--- config.mk ---
export PLATFORM = sky130hd
export DESIGN_NAME = wdtu_top
export DESIGN_NICKNAME = d
export VERILOG_FILES = /design/src/logic/wdtu_pkg.sv /design/src/logic/wdtu_counter.sv /design/src/logic/wdtu_mode_ctrl.sv /design/src/logic/wdtu_top.sv
export SDC_FILE = /design/constraint.sdc
export NUM_CORES = 1
export LEC_CHECK = 0
export BUFFER_PORTS_ARGS = -buffer_cell sky130_fd_sc_hd__buf_2
export CAP_MARGIN = 15
export CORE_MARGIN = 4
export CORE_UTILIZATION = 59
export CTS_BUF_LIST = sky130_fd_sc_hd__clkbuf_8
export CTS_CLUSTER_DIAMETER = 40
export DETAILED_ROUTE_END_ITERATION = 8
export HOLD_SLACK_MARGIN = 0.1
export PLACE_DENSITY = 0.86
export SLEW_MARGIN = 10
export SYNTH_ARGS = -nofsm -noshare
export SYNTH_HDL_FRONTEND = slang
export SYNTH_SLANG_ARGS = --single-unit
--- constraint.sdc ---
create_clock -name pclk -period 6.7 [get_ports pclk]
set_input_delay 1.005 -clock pclk [delete_from_list [all_inputs] [get_ports pclk]]
set_output_delay 1.005 -clock pclk [all_outputs]
set_load 0.05 [all_outputs]
--- src/logic/wdtu_pkg.sv ---
package wdtu_pkg;

  // bus geometry
  localparam int ADDR_W = 12;
  localparam int DATA_W = 32;

  // register byte offsets
  localparam logic [11:0] OFS_CONTROL = 12'h000;
  localparam logic [11:0] OFS_POWER = 12'h004;
  localparam logic [11:0] OFS_STATUS = 12'h008;
  localparam logic [11:0] OFS_IRQ_STAT = 12'h00c;
  localparam logic [11:0] OFS_IRQ_MASK = 12'h010;
  localparam logic [11:0] OFS_COUNT = 12'h014;

  // watchdog_control fields
  localparam int CTRL_SW_ON_BIT = 0;
  localparam int CTRL_PS_LSB = 1;
  localparam int CTRL_PS_W = 5;
  localparam int CTRL_W = 6;
  localparam logic [4:0] PS_RESET = 5'h0b;
  localparam logic [4:0] PS_MAX = 5'h12;
  localparam logic SW_ON_RESET = 1'b0;

  // power_control_reg, status and interrupt fields
  localparam int PWR_RESET_FLAG_BIT = 4;
  localparam int STAT_EXPIRY_BIT = 4;
  localparam int STAT_PWRDN_BIT = 3;
  localparam int STAT_ACTIVE_BIT = 0;
  localparam int IRQ_W = 2;
  localparam int IRQ_RESET_EV_BIT = 0;
  localparam int IRQ_WAKE_EV_BIT = 1;
  localparam logic [1:0] IRQ_MASK_RESET = 2'h0;

  // oscillator time base: 31 kHz source, 1 ms base interval
  localparam int LFOSC_HZ = 31000;
  localparam int BASE_INTERVAL_US = 1000;
  localparam int BASE_LOG2 = 5;
  localparam int BASE_TICKS = 1 << BASE_LOG2;
  localparam int CNT_W = 24;

  // enable modes in configuration order 00, 01, 10, 11
  typedef enum logic [1:0]
  {
    MODE_OFF,
    MODE_SOFTWARE,
    MODE_AWAKE_ONLY,
    MODE_ALWAYS
  } wdtu_mode_type;

endpackage

--- src/logic/wdtu_counter.sv ---
`timescale 1ns/1ps
module wdtu_counter
(
  // clock and reset
  input wire logic pclk,
  input wire logic presetn,
  // controls
  input wire logic low_freq_osc_tick,
  input wire logic clear,
  input wire logic active,
  input wire logic [4:0] period_select,
  // results
  output logic [23:0] count,
  output logic timeout
);

  logic [4:0] eff_select;
  logic [23:0] last_count;
  logic wrap;

  // reserved codes fall back to the shortest interval
  always_comb
  begin
    eff_select = (period_select > wdtu_pkg::PS_MAX) ? 5'h00
      : period_select;
    last_count = 24'((25'h00_0001 << (eff_select + 5'(wdtu_pkg::BASE_LOG2)))
      - 25'h00_0001);
    wrap = low_freq_osc_tick && count >= last_count;
  end

  // counts oscillator ticks only; pclk rate and divider play no part
  always_ff @(posedge pclk or negedge presetn)
  begin
    if (!presetn)
      count <= 24'h00_0000;
    else if (clear || !active)
      count <= 24'h00_0000;
    else if (wrap)
      count <= 24'h00_0000;
    else if (low_freq_osc_tick)
      count <= count + 24'h00_0001;
  end

  // one pulse as the selected period is reached
  always_ff @(posedge pclk or negedge presetn)
  begin
    if (!presetn)
      timeout <= 1'b0;
    else
      timeout <= wrap && active && !clear;
  end
endmodule

--- src/logic/wdtu_mode_ctrl.sv ---
`timescale 1ns/1ps
module wdtu_mode_ctrl
(
  // configuration
  input wire logic [1:0] watchdog_mode_cfg,
  input wire logic software_watchdog_on,
  input wire logic device_asleep,
  // result
  output logic active
);

  wdtu_pkg::wdtu_mode_type mode;

  // decode of the four enable modes
  always_comb
  begin
    mode = wdtu_pkg::wdtu_mode_type'(watchdog_mode_cfg);
    unique case (mode)
      wdtu_pkg::MODE_ALWAYS: active = 1'b1;
      wdtu_pkg::MODE_AWAKE_ONLY: active = !device_asleep;
      wdtu_pkg::MODE_SOFTWARE: active = software_watchdog_on;
      wdtu_pkg::MODE_OFF: active = 1'b0;
    endcase
    // checked after the decode in one process, so no ordering glitch
    a_mode_always: assert (watchdog_mode_cfg != 2'h3 || active)
      else $error("always-on mode left watchdog inactive");
    a_mode_awake: assert (watchdog_mode_cfg != 2'h2
      || active == !device_asleep)
      else $error("awake-only mode wrong for sleep state");
    a_mode_off: assert (watchdog_mode_cfg != 2'h0 || !active)
      else $error("off mode left watchdog active");
  end

endmodule

--- src/logic/wdtu_top.sv ---
// Added by the designer: the placing of the registers and the APB register port.
`timescale 1ns/1ps
// Functional notes
// awake and active: reaching the period without a clear requests reset
// counter advances only on low-frequency oscillator ticks, 1 ms base
// mode 11: always active, sleep included, software bit ignored
// mode 10: active awake, disabled in sleep, software bit ignored
// mode 01: software bit turns watchdog on or off, sleep irrelevant
// mode 00: always disabled, software bit ignored
// period code 0 is 1:32, each step doubles, up to code 18
// reserved codes 19 to 31 act as the 1:32 minimum
// any reset loads period code 01011, the 2 s interval
// counter clears on reset, clear, sleep edges, osc fail, disable
// oscillator divider changes leave the counter alone
// sleep entry clears; counting goes on if enabled; exit clears again
// timeout in sleep wakes the device instead of resetting
// watchdog event sets the reset indicator in the power register
// control bits 7 and 6 read zero; software enable resets to 0
// wake after sleep sets expiry flag and clears power-down flag
// timeout when tick count reaches two to the five plus code
module wdtu_top
(
  // clock and reset
  input wire logic pclk,
  input wire logic presetn,
  // apb slave
  input wire logic psel,
  input wire logic penable,
  input wire logic pwrite,
  input wire logic [11:0] paddr,
  input wire logic [31:0] pwdata,
  output logic [31:0] prdata,
  output logic pready,
  output logic pslverr,
  // processor core and reset controller
  input wire logic [1:0] watchdog_mode_cfg,
  input wire logic low_freq_osc_tick,
  input wire logic watchdog_clear_instr,
  input wire logic device_asleep,
  input wire logic interrupt_wake,
  input wire logic osc_fail,
  input wire logic device_reset_in,
  output logic device_reset_req,
  output logic wake_req,
  output logic expiry_flag_n,
  output logic powerdown_flag_n,
  output logic watchdog_active,
  // interrupt
  output logic irq
);

  logic [4:0] period_select;
  logic software_watchdog_on;
  logic watchdog_reset_flag;
  logic [1:0] irq_stat;
  logic [1:0] irq_mask;
  logic asleep_q;
  logic sleep_enter;
  logic sleep_exit;
  logic counter_clear;
  logic active;
  logic timeout;
  logic [23:0] count;
  logic setup_phase;
  logic access_done;
  logic wr_en;
  logic [31:0] next_rdata;
  logic next_err;
  logic [1:0] irq_set;

  // sleep edges taken from the core's sleep level
  always_ff @(posedge pclk or negedge presetn)
  begin
    if (!presetn)
      asleep_q <= 1'b0;
    else
      asleep_q <= device_asleep;
  end

  // sleep edge decode and every source of a counter clear
  assign sleep_enter = device_asleep && !asleep_q;
  assign sleep_exit = !device_asleep && asleep_q;
  assign counter_clear = watchdog_clear_instr || sleep_enter
    || sleep_exit || osc_fail || device_reset_in;

  wdtu_mode_ctrl u_mode
  (
    .watchdog_mode_cfg(watchdog_mode_cfg),
    .software_watchdog_on(software_watchdog_on),
    .device_asleep(device_asleep),
    .active(active)
  );

  // no divider input at all, so its changes cannot disturb the count
  wdtu_counter u_counter
  (
    .pclk(pclk),
    .presetn(presetn),
    .low_freq_osc_tick(low_freq_osc_tick),
    .clear(counter_clear),
    .active(active),
    .period_select(period_select),
    .count(count),
    .timeout(timeout)
  );

  // apb handshake: one wait state, answer registered
  assign setup_phase = psel && penable && !pready;
  assign access_done = psel && penable && pready;
  assign wr_en = access_done && pwrite;

  always_ff @(posedge pclk or negedge presetn)
  begin
    if (!presetn)
      pready <= 1'b0;
    else
      pready <= setup_phase;
  end

  // read mux; unmapped offsets answer zero with an error
  always_comb
  begin
    next_rdata = 32'h0000_0000;
    next_err = 1'b0;
    unique case (paddr)
      wdtu_pkg::OFS_CONTROL:
      begin
        next_rdata[wdtu_pkg::CTRL_PS_LSB +: wdtu_pkg::CTRL_PS_W] =
          period_select;
        next_rdata[wdtu_pkg::CTRL_SW_ON_BIT] = software_watchdog_on;
      end
      wdtu_pkg::OFS_POWER:
        next_rdata[wdtu_pkg::PWR_RESET_FLAG_BIT] = watchdog_reset_flag;
      wdtu_pkg::OFS_STATUS:
      begin
        next_rdata[wdtu_pkg::STAT_EXPIRY_BIT] = expiry_flag_n;
        next_rdata[wdtu_pkg::STAT_PWRDN_BIT] = powerdown_flag_n;
        next_rdata[wdtu_pkg::STAT_ACTIVE_BIT] = active;
      end
      wdtu_pkg::OFS_IRQ_STAT:
        next_rdata[wdtu_pkg::IRQ_W - 1:0] = irq_stat;
      wdtu_pkg::OFS_IRQ_MASK:
        next_rdata[wdtu_pkg::IRQ_W - 1:0] = irq_mask;
      wdtu_pkg::OFS_COUNT:
        next_rdata[wdtu_pkg::CNT_W - 1:0] = count;
      default:
        next_err = 1'b1;
    endcase
  end

  // answer data and error latched with the ready flop
  always_ff @(posedge pclk or negedge presetn)
  begin
    if (!presetn)
    begin
      prdata <= 32'h0000_0000;
      pslverr <= 1'b0;
    end
    else if (setup_phase)
    begin
      prdata <= pwrite ? 32'h0000_0000 : next_rdata;
      pslverr <= next_err;
    end
    else
    begin
      prdata <= 32'h0000_0000;
      pslverr <= 1'b0;
    end
  end

  // control register; any device reset restores its defaults
  always_ff @(posedge pclk or negedge presetn)
  begin
    if (!presetn)
    begin
      period_select <= wdtu_pkg::PS_RESET;
      software_watchdog_on <= wdtu_pkg::SW_ON_RESET;
    end
    else if (device_reset_in)
    begin
      period_select <= wdtu_pkg::PS_RESET;
      software_watchdog_on <= wdtu_pkg::SW_ON_RESET;
    end
    else if (wr_en && paddr == wdtu_pkg::OFS_CONTROL)
    begin
      period_select <=
        pwdata[wdtu_pkg::CTRL_PS_LSB +: wdtu_pkg::CTRL_PS_W];
      software_watchdog_on <= pwdata[wdtu_pkg::CTRL_SW_ON_BIT];
    end
  end

  // reset indicator: set on every watchdog event, write one to clear
  always_ff @(posedge pclk or negedge presetn)
  begin
    if (!presetn)
      watchdog_reset_flag <= 1'b0;
    else if (timeout)
      watchdog_reset_flag <= 1'b1;
    else if (wr_en && paddr == wdtu_pkg::OFS_POWER
      && pwdata[wdtu_pkg::PWR_RESET_FLAG_BIT])
      watchdog_reset_flag <= 1'b0;
  end

  // awake timeout resets, sleeping timeout only wakes
  always_ff @(posedge pclk or negedge presetn)
  begin
    if (!presetn)
    begin
      device_reset_req <= 1'b0;
      wake_req <= 1'b0;
    end
    else
    begin
      device_reset_req <= timeout && !device_asleep;
      wake_req <= timeout && device_asleep;
    end
  end

  // active-low status flags; survive device resets, only presetn inits
  always_ff @(posedge pclk or negedge presetn)
  begin
    if (!presetn)
    begin
      expiry_flag_n <= 1'b1;
      powerdown_flag_n <= 1'b1;
    end
    else if (timeout && device_asleep)
    begin
      expiry_flag_n <= 1'b0;
      powerdown_flag_n <= 1'b0;
    end
    else if (timeout)
    begin
      expiry_flag_n <= 1'b0;
      powerdown_flag_n <= 1'b1;
    end
    else if (sleep_enter)
    begin
      expiry_flag_n <= 1'b1;
      powerdown_flag_n <= 1'b0;
    end
    else if (interrupt_wake && device_asleep)
    begin
      expiry_flag_n <= 1'b1;
      powerdown_flag_n <= 1'b0;
    end
  end

  // sticky events; a set in the clearing cycle wins
  assign irq_set = {timeout && device_asleep, timeout && !device_asleep};

  always_ff @(posedge pclk or negedge presetn)
  begin
    if (!presetn)
      irq_stat <= 2'h0;
    else if (wr_en && paddr == wdtu_pkg::OFS_IRQ_STAT)
      irq_stat <= (irq_stat & ~pwdata[wdtu_pkg::IRQ_W - 1:0]) | irq_set;
    else
      irq_stat <= irq_stat | irq_set;
  end

  // interrupt mask register
  always_ff @(posedge pclk or negedge presetn)
  begin
    if (!presetn)
      irq_mask <= wdtu_pkg::IRQ_MASK_RESET;
    else if (wr_en && paddr == wdtu_pkg::OFS_IRQ_MASK)
      irq_mask <= pwdata[wdtu_pkg::IRQ_W - 1:0];
  end

  // level interrupt and active indication, registered for clean outputs
  always_ff @(posedge pclk or negedge presetn)
  begin
    if (!presetn)
    begin
      irq <= 1'b0;
      watchdog_active <= 1'b0;
    end
    else
    begin
      irq <= |((irq_stat | irq_set) & irq_mask);
      watchdog_active <= active;
    end
  end
endmodule

Yosys cells after proc, flatten, opt, wreduce, memory -nomap -nowiden --
Index checks and enable logic that the tools add are counted.
Word-level totals: register bits 77, bits of input ports 57, word-level logic and storage cells 102
Operators by class: add/sub/neg operators 3, $lt $le $gt $ge 2, eq/ne operators 8, shift operators 1, muxes and demuxes 31, bitwise logic cells 5, reductions and logical operators 35
Operator list (count):
- $mux 24 | 5
- $add 24x1->24 const B | 1
- $eq 12x4->1 const B | 2
- $eq 12x5->1 const B | 2
- $ge 24x24->1 | 1
- $shl 1x5->24 const A | 1
- $sub 24x1->24 const B | 1
- $mux 18 | 1
- $logic_and 1x1->1 | 17
- $mux 5 | 3
- $mux 1 | 14
- $eq 12x3->1 const B | 1
- $logic_not 12->1 | 1
- $pmux 1 s4 | 3
- $reduce_or 6->1 | 1
- $add 5x3->5 const B | 1
- $gt 5x5->1 const B | 1
- $logic_not 1->1 | 5
- $logic_or 1x1->1 | 5
- $pmux 1 s5 | 1
- $and 2x2->2 | 2
- $eq 2x2->1 const B | 2
- $or 2x2->2 | 2
- $pmux 1 s2 | 2
- other kinds (9) | 10

Longest topological paths before layout --
word-level depth 9, depth in mapped cells 14

Modules after synthesis --
A second synthesis with hierarchy kept.
Second synthesis, totals: cell total of the unflattened synthesis 448, area, all modules 4286.6 um^2
By module, submodules not included:
- wdtu_counter | instances 1, cells an instance 284, area an instance 2379.8 um^2, sequential area each 625.6 um^2
- wdtu_top | instances 1, cells an instance 161, area an instance 1893.1 um^2, sequential area each 1107.3 um^2
- wdtu_mode_ctrl | instances 1, cells an instance 3, area an instance 13.8 um^2, sequential area each 0.0 um^2

Least setup slack after synthesis --
No wires, ideal clock.
path type flip-flop to flip-flop, start reg period_select[0], end reg u_counter.count[14], library setup time 82 ps, arrival time 2838 ps, data required time 6618 ps, path slack 3780 ps, stages on the path, launching flop included 12, buffers on the path 2, period minus slack after synthesis 2920 ps, cells stage by stage dfstp_2 -> clkbuf_1 -> nand2_1 -> and3_1 -> a21oi_1 -> ha_1 -> a41oi_1 -> o21ai_0 -> a2111oi_4 -> buf_2 -> o2111ai_1 -> a31oi_1
Between the ends: cells in the longest elaborated chain, start to end 9
Ends and longest elaborated chain:
- start, declared | RTL line wdtu_top.sv:52 | logic [4:0] period_select;
- start signal, assigned | RTL line wdtu_top.sv:176 | period_select <= wdtu_pkg::PS_RESET;
- start signal, assigned | RTL line wdtu_top.sv:181 | period_select <= wdtu_pkg::PS_RESET;
- start signal, assigned | RTL line wdtu_top.sv:186 | period_select <=
- $gt 5x5->1 | RTL line wdtu_counter.sv:24 | eff_select = (period_select > wdtu_pkg::PS_MAX) ? 5'h00
- $mux 5 (*) | RTL line wdtu_counter.sv:24
- $add 5x3->5 (*) | RTL line wdtu_counter.sv:26 | last_count = 24'((25'h00_0001 << (eff_select + 5'(wdtu_pkg::BASE_LOG2)))
- $shl 1x5->24 (*) | RTL line wdtu_counter.sv:26
- $sub 24x1->24 (*) | RTL line wdtu_counter.sv:27 | - 25'h00_0001);
- $ge 24x24->1 (*) | RTL line wdtu_counter.sv:28 | wrap = low_freq_osc_tick && count >= last_count;
- $logic_and 1x1->1 (*) | RTL line wdtu_counter.sv:28
- $mux 24 | RTL line wdtu_counter.sv:38 | else if (wrap)
- $mux 24 | RTL line wdtu_counter.sv:36 | else if (clear || !active)
- end signal, assigned | RTL line wdtu_counter.sv:41 | count <= count + 24'h00_0001;
- end, declared | RTL line wdtu_counter.sv:13 | output logic [23:0] count,
Mark *: on every way between the ends. The rest lies on a longest branch, timed or not. A chain may end at the register's enable or synchronous reset.

Worst setup path in the final report --
start reg period_select[3], end reg u_counter.timeout
Between the ends: cells in the longest elaborated chain, start to end 9
Ends and longest elaborated chain:
- $gt 5x5->1 | RTL line wdtu_counter.sv:24
- $mux 5 (*) | RTL line wdtu_counter.sv:24
- $add 5x3->5 (*) | RTL line wdtu_counter.sv:26
- $shl 1x5->24 (*) | RTL line wdtu_counter.sv:26
- $sub 24x1->24 (*) | RTL line wdtu_counter.sv:27
- $ge 24x24->1 (*) | RTL line wdtu_counter.sv:28
- $logic_and 1x1->1 (*) | RTL line wdtu_counter.sv:28
- $logic_and 1x1->1 (*) (2 in series) | RTL line wdtu_counter.sv:50 | timeout <= wrap && active && !clear;
- end signal, assigned | RTL line wdtu_counter.sv:50
- end, declared | RTL line wdtu_counter.sv:14 | output logic timeout
Marks and branches as above.

==> impl_metrics.yaml <==
finish:
  instances_no_fill: 629
  nNetsFinal: 611
  drive_gt1_share_pct: 21.0
  antenna_cells: 0
  syn2layout_area_growth_pct: 11.3
yosys:
  synth_cell_types: 57
  async_flop_share_pct: 100
  syn-instance-count: 478
  yosys_warnings: 0
  synth_flop_cell: "dfrtp_1"
  synth_seq_cells: 69
  avgSynthCellArea_um2: 8.97
  syn_area_um2: 4290
  synth_edf_count: 0
  ys_seq_area_share_pct: 40.4
pwr:
  leakage_nw: 2.23
  ir_drop_v: 0.000127
  power.density_nw_per_um2: 165
placed_design:
  gp_congestion: 0.930
  dp_slack_ps: 2660
  dp.cells: 613
  dp_hpwl_mm: 7.56
  io_buffers: 62
clocking:
  cts-resized-gates: 0
  clkTransAtPathRegs_ps: 80
  cts_sinks: 69
  post_cts_buffers: 0
  ctsHoldBuffers: 0
  cts_made_buffers: 9
  clockBufferDepth: 2
  root_buffer: "clkbuf_8"
  cts_tree: "done"
  h-tree-depth: 3
  worstSkewPairLatency_ps: 360
die:
  coreArea_um2: 6940
  die_area_um2: 8700
  placementRows: 30
  die_y_um: 93.3
  start_util_pct: 61.7
  die_width_um: 93.3
  io_pins: 97
global_route:
  grt_pass1_vias: 3733
  overflow: 0
  grt_max_degree: 70
  grt_pass1_wl_mm: 17.7
  antenna_found_initial: 0
  track_usage_pct: 25.5
timing:
  hold_violations: 0
  rsz0062_at_grt: "no"
  final.setup.worst_slack_ps: 2520
  relSlewSlack_pct: 26.2
  max_freq_ghz: 0.239
  fin_skew_ps: 10.8
  slew_violations: 0
  min_period_ps: 4180
  worst_slew_pin_slew_ps: 1100
  fin_crit_sh_pct: 62.4
  tns_ps: 0
  setup_violations: 0
worst_setup_path:
  crit_path_end_kind: "flip-flop"
  arrival_ps: 4470
  crit_path_max_fanout: 24
  critical_path_class: "flip-flop to flip-flop"
  cp_data_required_time_ps: 6990
  critPathLaunchType: "flip-flop"
flow_run:
  cap_viol_max_count: 0
route:
  drtPass1Iterations: 6
  totalWireLength_mm: 10.5
  drt-initial-drc-count: 412
  vias: 3926
  viasPerCell: 6.24
  wl_per_cell_um: 16.7
  drc: 0
  postRouteAntennaNets: 0
run_status:
  status: "completed"
worst_hold_path:
  hold_class: "flip-flop to flip-flop"
stage by stage:
stage / area, um2 / hold slack, ps / util, % / power (mW)
2_1_floorplan: 4330 / 449 / - / 0.467
3_3_place_gp: 4590 / 462 / 66.2 / 0.488
3_5_place_dp: 4590 / 467 / 66.2 / 0.489
4_1_cts: 4770 / 485 / 68.7 / 0.792
5_1_grt: 4770 / 516 / 68.7 / 0.821
6_report: 4770 / 486 / 68.7 / 0.788
sequential cells by signal, summed over array words and instances (netlist names), 2 cells and up:
register         flops
irq_stat             2
period_select        5
u_counter.count     24
irq_mask             2
prdata              24
cells in the mapped netlist, drive strengths merged, types with 2 or more instances:
cell type | number | share of area (%)
a31oi | 14 | 2.0
a211oi | 2 | 0.35
dfstp | 5 | 3.1
clkbuf | 22 | 2.0
a22oi | 3 | 0.53
nand2b | 5 | 0.73
a211o | 4 | 0.82
inv | 11 | 0.96
nor3 | 26 | 3.4
buf | 15 | 2.4
nand3 | 15 | 1.9
or3 | 2 | 0.29
nor2b | 6 | 0.88
or4 | 2 | 0.38
xor2 | 8 | 1.6
conb | 2 | 0.18
o2111ai | 10 | 2.0
o21ai | 17 | 2.0
mux2 | 3 | 0.79
nor3b | 3 | 0.53
nor4 | 8 | 1.3
a222oi | 2 | 0.47
and3 | 14 | 2.0
and4 | 2 | 0.41
a41oi | 2 | 0.41
and2 | 24 | 4.0
ha | 26 | 7.6
xnor2 | 2 | 0.41
nand2 | 47 | 4.1
a21oi | 32 | 3.8
a21o | 4 | 0.70
dfrtp | 64 | 37
o211ai | 9 | 1.6
nor2 | 33 | 2.9
nand3b | 2 | 0.35
mux2i | 3 | 0.70
nand4 | 20 | 2.9
area by class of cell:
| class | count | area, um2 |
|---|---|---|
| multi-input combinational | 372 | 2370 |
| fill | 534 | 2170 |
| sequential | 69 | 1730 |
| timing repair buffer | 65 | 333 |
| clock buffer | 9 | 124 |
| tap | 96 | 120 |
| clock inverter | 7 | 52.6 |
| inverter | 11 | 41.3 |
power breakdown:
group          internal, mW  total (mW)  switching (mW)
Clock                 0.135       0.305           0.170
Sequential            0.418       0.418        0.000662
Combinational        0.0163      0.0642          0.0480
Total                 0.569       0.788           0.219
cell families (layout without fill, tap and decap cells):
| group | after synthesis | in the layout | share of synthesized area [%] |
|---|---|---|---|
| DFF | 69 | 69 | 40.4 |
| and+or+nand+nor | 212 | 212 | 26.6 |
| muxes | 6 | 6 | 1.49 |
| buffers and inverters | 48 | 92 | 5.34 |
| AOI/OAI and AO/OA | 105 | 105 | 16.3 |
| other | 2 | 13 | 0.175 |
| xor gates and xnor gates | 10 | 10 | 2.04 |
| adders and majority gates | 26 | 26 | 7.59 |
layer usage:
| metal | global-route usage, % | vias up | share of wire [%] |
|---|---|---|---|
| li1 | - | 1838 | - |
| met1 | 32.9 | 1893 | 40 |
| met2 | 41.9 | 173 | 50 |
| met3 | 5.87 | 22 | 7.8 |
| met4 | 8.79 | 0 | 1.6 |
| met5 | 0 | - | 0 |
placed cells by master, fill, tap and decap left out, types with 9 or more instances in the layout:
cell,count
nor2_1,33
conb_1,13
a21oi_1,31
o211ai_1,9
dfrtp_1,64
a31oi_1,14
nand2_1,47
nand3_1,14
buf_2,62
o21ai_0,17
and2_2,16
nor3_1,24
ha_1,26
nand4_1,20
o2111ai_1,10
and3_1,14
inv_1,12
clkbuf_8,9
worst paths after layout:
check | from | endpoint | slack [ps] | cells past startpoint
min in group asynchronous | presetn | prdata[19]$_DFF_PN0_ | 840 | 2
max | period_select[3]$_DFFE_PN1P_ | u_counter.timeout$_DFF_PN0_ | 2520 | 10
max reg2reg | period_select[3]$_DFFE_PN1P_ | u_counter.timeout$_DFF_PN0_ | 2520 | 10
min | watchdog_reset_flag$_DFFE_PN0P_ | watchdog_reset_flag$_DFFE_PN0P_ | 490 | 1
min reg2reg | watchdog_reset_flag$_DFFE_PN0P_ | watchdog_reset_flag$_DFFE_PN0P_ | 490 | 1
max in group asynchronous | presetn | irq_mask[0]$_DFFE_PN0P_ | 5300 | 2
worst max-delay path: stages, from the launching register on:
cell	delay, ps
dfstp_2	690
nor2b_1	410
o21ai_0	170
a21oi_1	180
nor2_1	80
ha_1	310
nand4_1	130
nor3_1	220
nand4_1	880
a21oi_2	830
and2_1	210
Power figures use the tool's default switching activity.
